## config.mk

```make
export PLATFORM = sky130hd
export DESIGN_NAME = lcd_regs
export DESIGN_NICKNAME = d
export VERILOG_FILES = /design/src/lcd_pkg.sv /design/src/pixel_mem.sv /design/src/irq_unit.sv /design/src/lcd_regs.sv
export SDC_FILE = /design/constraint.sdc
export NUM_CORES = 1
export LEC_CHECK = 0
export BUFFER_PORTS_ARGS = -buffer_cell sky130_fd_sc_hd__buf_2
export CORE_MARGIN = 2
export CORE_UTILIZATION = 45
export CTS_CLUSTER_DIAMETER = 40
export DETAILED_ROUTE_END_ITERATION = 8
export HOLD_SLACK_MARGIN = 0.05
export PLACE_DENSITY = 0.75
export SLEW_MARGIN = 30
export SYNTH_ARGS = -nofsm -noshare
export SYNTH_HDL_FRONTEND = slang
export SYNTH_HIERARCHICAL = 1
export SYNTH_SLANG_ARGS = --single-unit
```

## constraint.sdc

```tcl
create_clock -name clk -period 5.35 [get_ports clk]
set_input_delay 0 -clock clk [delete_from_list [all_inputs] [get_ports clk]]
set_output_delay 0 -clock clk [all_outputs]
set_load 0.02 [all_outputs]
```

## src/lcd_pkg.sv

```systemverilog
// Package for the LCD pixel and control register bank.
// Assumes an APB master with 12-bit byte addresses and 32-bit data.
package lcd_pkg;

  // Register byte offsets on the APB
  localparam logic [11:0] OFF_CTRL     = 12'h000;
  localparam logic [11:0] OFF_PHASE    = 12'h004;
  localparam logic [11:0] OFF_SE0      = 12'h008;
  localparam logic [11:0] OFF_IRQ_ST   = 12'h014;
  localparam logic [11:0] OFF_IRQ_MASK = 12'h018;
  localparam logic [11:0] OFF_PIX      = 12'h040;
  localparam logic [11:0] WORD_BYTES   = 12'h004;

  // Array sizes
  localparam int SEG_GROUPS = 3;
  localparam int COMMONS    = 4;
  localparam int PIX_REGS   = SEG_GROUPS * COMMONS;

  // Main control field positions and reset value
  localparam int CTRL_ON      = 7;
  localparam int CTRL_SLP_DIS = 6;
  localparam int CTRL_FAULT   = 5;
  localparam int CTRL_UNUSED  = 4;
  localparam int CTRL_CS_LSB  = 2;
  localparam int CTRL_MUX_LSB = 0;
  localparam logic [7:0] CTRL_RESET = 8'h03;

  // Phase register field positions and reset value
  localparam int PH_WAVE_B  = 7;
  localparam int PH_WA      = 5;
  localparam int PH_PRE_LSB = 0;
  localparam logic [7:0] PHASE_RESET = 8'h00;

  // Interrupt status bits
  localparam int IRQ_FAULT    = 0;
  localparam int IRQ_UNMAPPED = 1;
  localparam int IRQ_N        = 2;

  typedef struct packed {
    logic        psel;
    logic        penable;
    logic        pwrite;
    logic [11:0] paddr;
    logic [31:0] pwdata;
  } apb_req_t;

  typedef struct packed {
    logic       driver_on;
    logic       sleep_disable;
    logic [1:0] clock_src;
    logic [1:0] multiplex_sel;
    logic       waveform_b;
    logic [3:0] prescale;
  } lcd_cfg_t;

  typedef enum logic [2:0] {
    K_NONE     = 3'b000,
    K_CTRL     = 3'b001,
    K_PHASE    = 3'b010,
    K_SE       = 3'b011,
    K_IRQ_ST   = 3'b100,
    K_IRQ_MASK = 3'b101,
    K_PIX      = 3'b110
  } reg_kind_t;

endpackage

```

## src/pixel_mem.sv

```systemverilog
// Pixel memory: one write port, two registered read ports.
// Assumes one clock, synchronous reset and a freezing clock enable.
`timescale 1ns/1ps
module pixel_mem #(
  parameter int DEPTH = 12,
  parameter int WIDTH = 8,
  parameter int AW    = 4
) (
  // Clock and control
  input  wire logic             clk,
  input  wire logic             rst,
  input  wire logic             ce,
  // Write port
  input  wire logic             we,
  input  wire logic [AW-1:0]    waddr,
  input  wire logic [WIDTH-1:0] wdata,
  // Read ports
  input  wire logic [AW-1:0]    raddr_a,
  output logic      [WIDTH-1:0] rdata_a,
  input  wire logic [AW-1:0]    raddr_b,
  output logic      [WIDTH-1:0] rdata_b
);
  logic [WIDTH-1:0] mem [DEPTH];

  // Storage, cleared so absent entries read zero
  always_ff @(posedge clk) begin
    if (rst) begin
      for (int i = 0; i < DEPTH; i++) mem[i] <= '0;
    end else if (ce && we && (int'(waddr) < DEPTH)) begin
      mem[waddr] <= wdata;
    end
  end

  // Registered reads
  always_ff @(posedge clk) begin
    if (rst) begin
      rdata_a <= '0;
      rdata_b <= '0;
    end else if (ce) begin
      rdata_a <= (int'(raddr_a) < DEPTH) ? mem[raddr_a] : '0;
      rdata_b <= (int'(raddr_b) < DEPTH) ? mem[raddr_b] : '0;
    end
  end
endmodule

```

## src/irq_unit.sv

```systemverilog
// Sticky interrupt status with mask and one level output.
// Assumes event pulses on the same clock; status clears by writing ones.
`timescale 1ns/1ps
module irq_unit #(
  parameter int N = 2
) (
  // Clock and control
  input  wire logic         clk,
  input  wire logic         rst,
  input  wire logic         ce,
  // Events and software access
  input  wire logic [N-1:0] ev,
  input  wire logic         wr_status,
  input  wire logic         wr_mask,
  input  wire logic [N-1:0] wdata,
  // State
  output logic      [N-1:0] status_reg,
  output logic      [N-1:0] mask_reg,
  output logic              irq_reg
);
  logic [N-1:0] status_next;

  // A new event wins over a clear in the same cycle
  always_comb begin
    status_next = (status_reg & ~(wr_status ? wdata : '0)) | ev;
  end

  // Status, mask and interrupt line
  always_ff @(posedge clk) begin
    if (rst) begin
      status_reg <= '0;
      mask_reg   <= '0;
      irq_reg    <= 1'b0;
    end else if (ce) begin
      status_reg <= status_next;
      if (wr_mask) mask_reg <= wdata;
      irq_reg <= |(status_next & (wr_mask ? wdata : mask_reg));
    end
  end
endmodule

```

## src/lcd_regs.sv

```systemverilog
// LCD driver register bank: control, phase, segment enables, pixel data.
// Assumes an APB master on clk; waveform engine reads pixels on the display port.
`timescale 1ns/1ps
module lcd_regs
  import lcd_pkg::*;
#(
  parameter bit LARGE = 1'b1
) (
  // Clock, reset, enable
  input  wire logic     clk,
  input  wire logic     rst,
  input  wire logic     ce,
  // APB slave
  input  wire apb_req_t apb_req,
  output logic          pready,
  output logic [31:0]   prdata,
  output logic          pslverr,
  // Chip and waveform engine status
  input  wire logic     chip_sleep,
  input  wire logic     write_allow,
  // Display read port
  input  wire logic [3:0] disp_idx,
  output logic [7:0]    disp_pixels,
  // Configuration to the panel logic
  output lcd_cfg_t      cfg,
  output logic          write_fault_flag,
  output logic          lcd_active,
  output logic [23:0]   segment_pin_assign,
  // Interrupt
  output logic          irq
);

  // Elaboration check on the variant
  if (LARGE !== 1'b0 && LARGE !== 1'b1) begin : g_bad_variant
    $error("LARGE must be 0 or 1");
  end

  // Pixel register index from a byte address
  function automatic logic [3:0] pix_index(input logic [11:0] a);
    logic [11:0] d;
    d = (a - OFF_PIX) >> 2;
    return d[3:0];
  endfunction

  // Segment group of a pixel index: index = 3 * common + group
  function automatic logic [1:0] pix_group(input logic [3:0] idx);
    return 2'(idx % 4'(SEG_GROUPS));
  endfunction

  // Register kind decoded from a byte address
  function automatic reg_kind_t kind_of(input logic [11:0] a);
    reg_kind_t k;
    k = K_NONE;
    if (a[1:0] == 2'b00) begin
      if (a == OFF_CTRL) k = K_CTRL;
      else if (a == OFF_PHASE) k = K_PHASE;
      else if (a >= OFF_SE0 && a < OFF_SE0 + 12'(SEG_GROUPS) * WORD_BYTES) k = K_SE;
      else if (a == OFF_IRQ_ST) k = K_IRQ_ST;
      else if (a == OFF_IRQ_MASK) k = K_IRQ_MASK;
      else if (a >= OFF_PIX && a < OFF_PIX + 12'(PIX_REGS) * WORD_BYTES) k = K_PIX;
    end
    return k;
  endfunction

  // Whether a segment group exists on this variant
  function automatic logic group_present(input logic [1:0] grp);
    return (grp < 2'(SEG_GROUPS - 1)) || LARGE;
  endfunction

  reg_kind_t  kind;
  logic [1:0] se_grp;
  logic [3:0] pidx;
  logic       access;
  logic       done;
  logic       wr_done;
  logic       pix_wr;
  logic       pix_allowed;
  logic       fault_ev;
  logic       unmapped_ev;
  logic [7:0] mem_bus_rdata;
  logic [7:0] seg_en_reg [SEG_GROUPS];
  logic [7:0] ctrl_rd;
  logic [7:0] phase_rd;
  logic [31:0] prdata_next;
  logic [IRQ_N-1:0] irq_status;
  logic [IRQ_N-1:0] irq_mask;
  logic       irq_wire;

  // Address decode and transfer strobes
  always_comb begin
    kind        = kind_of(apb_req.paddr);
    se_grp      = 2'((apb_req.paddr - OFF_SE0) >> 2);
    pidx        = pix_index(apb_req.paddr);
    access      = apb_req.psel && apb_req.penable;
    done        = ce && access && pready;
    wr_done     = done && apb_req.pwrite;
    pix_allowed = !cfg.driver_on || write_allow;
    pix_wr      = wr_done && (kind == K_PIX) && group_present(pix_group(pidx)) && pix_allowed;
    fault_ev    = wr_done && (kind == K_PIX) && !pix_allowed;
    unmapped_ev = done && (kind == K_NONE);
  end

  // APB ready: one wait state, then answer
  always_ff @(posedge clk) begin
    if (rst) begin
      pready <= 1'b0;
    end else if (ce) begin
      pready <= access && !pready;
    end
  end

  // Main control fields
  always_ff @(posedge clk) begin
    if (rst) begin
      cfg.driver_on     <= CTRL_RESET[CTRL_ON];
      cfg.sleep_disable <= CTRL_RESET[CTRL_SLP_DIS];
      cfg.clock_src     <= CTRL_RESET[CTRL_CS_LSB +: 2];
      cfg.multiplex_sel <= CTRL_RESET[CTRL_MUX_LSB +: 2];
    end else if (ce && wr_done && kind == K_CTRL) begin
      cfg.driver_on     <= apb_req.pwdata[CTRL_ON];
      cfg.sleep_disable <= apb_req.pwdata[CTRL_SLP_DIS];
      cfg.clock_src     <= apb_req.pwdata[CTRL_CS_LSB +: 2];
      cfg.multiplex_sel <= apb_req.pwdata[CTRL_MUX_LSB +: 2];
    end
  end

  // Phase register: prescaler and waveform type
  always_ff @(posedge clk) begin
    if (rst) begin
      cfg.waveform_b <= PHASE_RESET[PH_WAVE_B];
      cfg.prescale   <= PHASE_RESET[PH_PRE_LSB +: 4];
    end else if (ce && wr_done && kind == K_PHASE) begin
      cfg.waveform_b <= apb_req.pwdata[PH_WAVE_B];
      cfg.prescale   <= apb_req.pwdata[PH_PRE_LSB +: 4];
    end
  end

  // Write fault flag: set by a refused pixel write, cleared by writing zero
  always_ff @(posedge clk) begin
    if (rst) begin
      write_fault_flag <= CTRL_RESET[CTRL_FAULT];
    end else if (ce) begin
      if (fault_ev) begin
        write_fault_flag <= 1'b1;
      end else if (wr_done && kind == K_CTRL && !apb_req.pwdata[CTRL_FAULT]) begin
        write_fault_flag <= 1'b0;
      end
    end
  end

  // Panel running: on, and not stopped by sleep
  always_ff @(posedge clk) begin
    if (rst) begin
      lcd_active <= 1'b0;
    end else if (ce) begin
      lcd_active <= cfg.driver_on && !(chip_sleep && cfg.sleep_disable);
    end
  end

  // Segment enable registers, one per group
  for (genvar g = 0; g < SEG_GROUPS; g++) begin : g_seg
    always_ff @(posedge clk) begin
      if (rst) begin
        seg_en_reg[g] <= 8'h00;
      end else if (ce && wr_done && kind == K_SE && se_grp == 2'(g)
                   && group_present(2'(g))) begin
        seg_en_reg[g] <= apb_req.pwdata[7:0];
      end
    end
    assign segment_pin_assign[8*g +: 8] = seg_en_reg[g];
  end

  // Pixel storage; a one bit is a dark pixel for the waveform engine
  pixel_mem #(
    .DEPTH (PIX_REGS),
    .WIDTH (8),
    .AW    (4)
  ) u_mem (
    .clk     (clk),
    .rst     (rst),
    .ce      (ce),
    .we      (pix_wr),
    .waddr   (pidx),
    .wdata   (apb_req.pwdata[7:0]),
    .raddr_a (pidx),
    .rdata_a (mem_bus_rdata),
    .raddr_b (disp_idx),
    .rdata_b (disp_pixels)
  );

  // Sticky events with mask
  irq_unit #(
    .N (IRQ_N)
  ) u_irq (
    .clk        (clk),
    .rst        (rst),
    .ce         (ce),
    .ev         ({unmapped_ev, fault_ev}),
    .wr_status  (wr_done && kind == K_IRQ_ST),
    .wr_mask    (wr_done && kind == K_IRQ_MASK),
    .wdata      (apb_req.pwdata[IRQ_N-1:0]),
    .status_reg (irq_status),
    .mask_reg   (irq_mask),
    .irq_reg    (irq_wire)
  );
  assign irq = irq_wire;

  // Read views of control and phase
  always_comb begin
    ctrl_rd = 8'h00;
    ctrl_rd[CTRL_ON]             = cfg.driver_on;
    ctrl_rd[CTRL_SLP_DIS]        = cfg.sleep_disable;
    ctrl_rd[CTRL_FAULT]          = write_fault_flag;
    ctrl_rd[CTRL_UNUSED]         = 1'b0;
    ctrl_rd[CTRL_CS_LSB +: 2]    = cfg.clock_src;
    ctrl_rd[CTRL_MUX_LSB +: 2]   = cfg.multiplex_sel;
    phase_rd = 8'h00;
    phase_rd[PH_WAVE_B]          = cfg.waveform_b;
    phase_rd[PH_WA]              = write_allow;
    phase_rd[PH_PRE_LSB +: 4]    = cfg.prescale;
  end

  // Read data multiplexer
  always_comb begin
    prdata_next = 32'h0000_0000;
    unique case (kind)
      K_CTRL:     prdata_next[7:0] = ctrl_rd;
      K_PHASE:    prdata_next[7:0] = phase_rd;
      K_SE:       prdata_next[7:0] = group_present(se_grp) ? seg_en_reg[se_grp] : 8'h00;
      K_IRQ_ST:   prdata_next[IRQ_N-1:0] = irq_status;
      K_IRQ_MASK: prdata_next[IRQ_N-1:0] = irq_mask;
      K_PIX:      prdata_next[7:0] = group_present(pix_group(pidx)) ? mem_bus_rdata : 8'h00;
      default:    prdata_next = 32'h0000_0000;
    endcase
  end

  // Registered answer, loaded in the first access cycle
  always_ff @(posedge clk) begin
    if (rst) begin
      prdata  <= 32'h0000_0000;
      pslverr <= 1'b0;
    end else if (ce) begin
      if (access && !pready) begin
        prdata  <= apb_req.pwrite ? 32'h0000_0000 : prdata_next;
        pslverr <= (kind == K_NONE);
      end else begin
        pslverr <= 1'b0;
      end
    end
  end

  // Checks
  property ctrl_on_p;
    @(posedge clk) disable iff (rst)
      (wr_done && kind == K_CTRL) |=> (cfg.driver_on == $past(apb_req.pwdata[CTRL_ON]));
  endproperty

  seg_enable_a: assert property (@(posedge clk) disable iff (rst)
    (wr_done && kind == K_SE && se_grp == 2'd0)
      |=> segment_pin_assign[7:0] == $past(apb_req.pwdata[7:0]))
    else $error("segment enable write lost");

  pixel_index_a: assert property (@(posedge clk) disable iff (rst)
    pix_wr |-> (4'(pidx) == 4'((apb_req.paddr - OFF_PIX) / WORD_BYTES)) && pidx < 4'(PIX_REGS))
    else $error("pixel index decode wrong");

  pixel_view_a: assert property (@(posedge clk) disable iff (rst)
    pix_wr ##1 (ce && disp_idx == $past(pidx))
      |=> disp_pixels == $past(apb_req.pwdata[7:0], 2))
    else $error("display port does not show written pixels");

  driver_on_a: assert property (ctrl_on_p)
    else $error("driver enable not updated");

  sleep_run_a: assert property (@(posedge clk) disable iff (rst)
    (ce && cfg.driver_on && !cfg.sleep_disable && chip_sleep) |=> lcd_active)
    else $error("driver stopped in sleep");

  fault_clear_a: assert property (@(posedge clk) disable iff (rst)
    (wr_done && kind == K_CTRL && apb_req.pwdata[CTRL_FAULT] && !write_fault_flag)
      |=> !write_fault_flag)
    else $error("writing one set the fault flag");

  fault_set_a: assert property (@(posedge clk) disable iff (rst)
    fault_ev |=> write_fault_flag [*2] or (write_fault_flag ##1 1'b1))
    else $error("refused write did not flag");

  ctrl_read_a: assert property (@(posedge clk) disable iff (rst)
    (ce && access && !pready && !apb_req.pwrite && kind == K_CTRL)
      |=> prdata[CTRL_UNUSED] == 1'b0 && prdata[CTRL_MUX_LSB +: 2] == $past(cfg.multiplex_sel))
    else $error("control read layout wrong");

  phase_write_a: assert property (@(posedge clk) disable iff (rst)
    (wr_done && kind == K_PHASE)
      |=> cfg.prescale == $past(apb_req.pwdata[PH_PRE_LSB +: 4]))
    else $error("prescaler not updated");

  small_variant_a: assert property (@(posedge clk) disable iff (rst)
    (!LARGE && kind == K_PIX && pix_group(pidx) == 2'd2) |-> !pix_wr)
    else $error("absent pixel group written");

  apb_answer_a: assert property (@(posedge clk) disable iff (rst)
    (ce && access && !pready) |=> pready)
    else $error("APB answer late");

  cov_pix_write_c:  cover property (@(posedge clk) disable iff (rst) pix_wr);
  cov_fault_c:      cover property (@(posedge clk) disable iff (rst) fault_ev ##[1:20] irq);
  cov_sleep_c:      cover property (@(posedge clk) disable iff (rst)
    lcd_active && chip_sleep);
  cov_unmapped_c:   cover property (@(posedge clk) disable iff (rst) unmapped_ev);
endmodule

```

==> impl_results.md <==
* Async SR Flop Fraction at 0%
* RR Endpoint: u_mem/mem[5][6]$_SDFFCE_PN0P_
* Max_cap viols at 0
* Port Buffers at 87
* Layout cells sized above 1 at 17.8%
* Worst hold stages at 3
* Slowest stage cell, crit path: or4_4
* Drc violations at 0
* Die area at 0.0206 sq mm
* Post-route ant nets at 0
* Kind of critical path: input pin to register
* Peak supply drop at 0.230 mV
* Int Pwr at 2.23 mW
* Largest register FFs at 96
* # nets final at 897
* Clock-pin slew on the worst setup and hold paths at 0.06 ns
* Arrival @ worst endpoint at 2.70 ns
* Vias in the first global route at 6081
* Vias at 6347
* P_sw at 0.745 mW
* Setup TNS Final at 0 ns
* #FFs+latches synth at 164
* Routed wire length at 22500 um
* Crit Path Max Fanout at 9
* Worst setup SP type: input pin
* Synth Instances at 776
* CP max stage delay at 0.58 ns
* Most frequent CP cell: and3_1
* Sequential power share at 47.8%
* Fill count at 1701
* Unique masters post-synth at 64
* Hpwl dp at 15600 um
* Clk root buf: clkbuf_16
* Min-Delay Endpoint: cfg[8]$_SDFFE_PP0P_
* Delay-heaviest family, CP: simple AND/OR/NAND/NOR gates
* Cell breakdown of the critical path: buf_2, or4_4, nor2_1, and3_1, and3_1, and4bb_2, nand2_1, nor2_2, or2_1
* First DRT Iteration DRCs at 591
* Max Clock Freq at 381 MHz
* Synth warnings at 6
* Sw Ratio at 25.0%
* Combinational Power Share at 9.8%
* Final core occ at 51.1%
* Total track usage at 22.3%
* Starting Density at 45.5%
* Number of synthesized flops with an enable pin at 120
* Num CTS Buffers at 17
* H-Tree Depth at 4
* Clock latency on the worst-skew pair at 0.43 ns
* Non-Filler Instances at 1119
* Post-cts resize count at 0
* Measured slew at the worst slew-check pin at 0.969 ns
* RSZ-0062 raised after global routing: no
* Placed insts at 1083
* # diodes at 0
* Row count at 51
* Slack of the critical path at 2.72 ns
* DP Worst Slack at 2.34 ns
* Number of setup buffers added after CTS at 0
* Ys flop type: edfxtp_1
* Leak at 3.91 nW
* Chip Width at 144 um
* Initial antenna violation count at 0
* Worst hold path type: input pin to register
* Chip Height at 144 um
* Mapped Avg Cell Area at 11.3 sq um
* Core Area at 0.0193 sq mm
* DR WL/cell at 20.1 um
* CP Data Required Time at 5.43 ns
* Gr ovfl total at 0
* Sequential share of the synthesized area at 51.1%
* CTS tree: built
* Hold path startpoint: apb_req[3]
* Clock power share at 42.3%
* Worst slew margin at 35.4%
* Area delta synth->final at 12.3%
* Global placement routability congestion at 0.915
* Period Utilization, post-route at 49.1%
* R2R setup slack at 2.81 ns
* Tmin final at 2.63 ns
* R2r startpoint: pready$_SDFFE_PP0P_
* WP buf/inv at 1
* I/O pins at 136
* Sink Count at 164
* PD cells at 303 mW/mm^2
* Synth Cell Area at 0.00877 sq mm
* Largest net degree at the start of global routing at 55
* Global-route wire length before repair at 34100 um
* DR vias/cell at 5.67
* Final Max Slew Viols at 0
* Worst setup EP type: register
* Final setup viols at 0
* Status: finished, final reports clean
* Clock buffer depth at 2
* Setup Skew at 0.00768 ns
* Worst R2R Path Depth at 6
* DRT Pass-1 Iters at 8
* Fin. Hold Viols at 0
==> synthesized netlist by cell type, types with 6 or more instances <==
cell type	count	area (sq um)
buf_4	29	218
a22oi_1	36	270
nand2b_1	21	131
nor2_1	51	191
a21oi_1	18	90.1
edfxtp_1	120	3600
buf_6	6	67.6
dfxtp_1	44	881
mux2i_1	114	1140
o221ai_1	17	149
clkbuf_1	21	78.8
nor2b_1	6	37.5
or2_1	12	75.1
nand3_1	8	40.0
o22ai_1	16	100
nor2_2	9	56.3
o21ai_1	21	105
nand2_1	38	143
buf_2	8	40.0
and2_1	99	619
==> area by class of cell <==
| type | count | area [sq um] | area share, % |
|---|---|---|---|
| Sequential cell | 164 | 4480 | 45.5 |
| Multi-Input combinational cell | 562 | 3910 | 39.7 |
| Timing Repair Buffer | 95 | 508 | 5.16 |
| Clock buffer | 18 | 429 | 4.36 |
| Tap cell | 265 | 332 | 3.37 |
| Clock inverter | 14 | 179 | 1.82 |
| Inverter | 1 | 3.75 | 0.0381 |
==> cell families (layout without fill, tap and decap cells) <==
kind of cell	after synthesis	count (layout)	synth area share (%)
buf+inv	73	128	5.26
other cells	1	24	0.0428
mux	116	116	13.3
compound gates	135	135	10.7
simple gates	287	287	19.5
flops	164	164	51.1
==> worst max-delay path by stage <==
stage	from	endpoint	slack, ns	cells after the start
finish	apb_req[43]	u_mem/mem[5][6]$_SDFFCE_PN0P_	2.72	9
global placement	apb_req[43]	u_mem/mem[5][2]$_SDFFCE_PN0P_	2.42	9
global route	apb_req[43]	u_mem/mem[5][6]$_SDFFCE_PN0P_	2.60	9
detailed placement	apb_req[43]	u_mem/mem[5][4]$_SDFFCE_PN0P_	2.34	9
floorplan	apb_req[43]	u_mem/mem[5][0]$_SDFFCE_PN0P_	3.00	9
CTS	apb_req[43]	u_mem/mem[5][4]$_SDFFCE_PN0P_	2.78	9
==> cells in the final DEF (no fill, tap or decap), types with 4 or more instances in the layout <==
master | synthesis | routed
edfxtp_1 | 120 | 120
clkbuf_16 | 0 | 17
nand3_1 | 8 | 8
o221ai_1 | 17 | 17
and2_1 | 99 | 99
dfxtp_1 | 44 | 44
nor2_2 | 9 | 9
o22ai_1 | 16 | 16
and3_1 | 5 | 5
a21oi_1 | 18 | 18
nand2_1 | 38 | 38
nor3_1 | 4 | 4
nor2b_1 | 6 | 6
mux2i_1 | 114 | 114
o21ai_1 | 21 | 21
a22o_1 | 5 | 5
buf_4 | 29 | 5
nand2b_1 | 21 | 21
buf_2 | 8 | 86
dlygate4sd3_1 | 0 | 4
nor2_1 | 51 | 51
a211oi_1 | 4 | 4
or2_1 | 12 | 12
a22oi_1 | 36 | 36
conb_1 | 1 | 24
clkinv_4 | 0 | 4
==> stage by stage <==
stage               power, mW  hold WS (ns)  area [sq um]
finish                   2.98        0.0644          9850
global route             3.06        0.0957          9850
CTS                      2.98        0.0532          9850
floorplan                1.65        0.0646          8860
global placement         1.73         0.303          9200
detailed placement       1.74         0.311          9200
==> per-layer routing <==
layer	up-vias	global-route usage [%]	share of wire, %
li1	2956	-	-
met1	3084	29.6	41
met2	274	35.2	48
met3	33	5.53	7.9
met4	0	8.82	2.4
met5	-	0	0
==> what timing repair did <==
item                                    CTS  global route
hold buffers                              4             0
endpoints found under the setup margin    0             0
endpoints found under the hold margin     7             0
==> power by group through the flow <==
stage	combinational (mW)	sequential [mW]	clock (mW)
after CTS	0.288	1.43	1.27
after floorplan	0.194	1.46	0
final	0.293	1.43	1.26
after detailed placement	0.285	1.45	0
after global placement	0.282	1.45	0
after global routing	0.313	1.43	1.32
==> worst min-delay path: cells and delay by family <==
family / cells / cell delay, ns
buffers and inverters: 1 / 0.22
muxes: 1 / 0.18
and+or+nand+nor: 1 / 0.05
(Power assumes the default switching activity.)
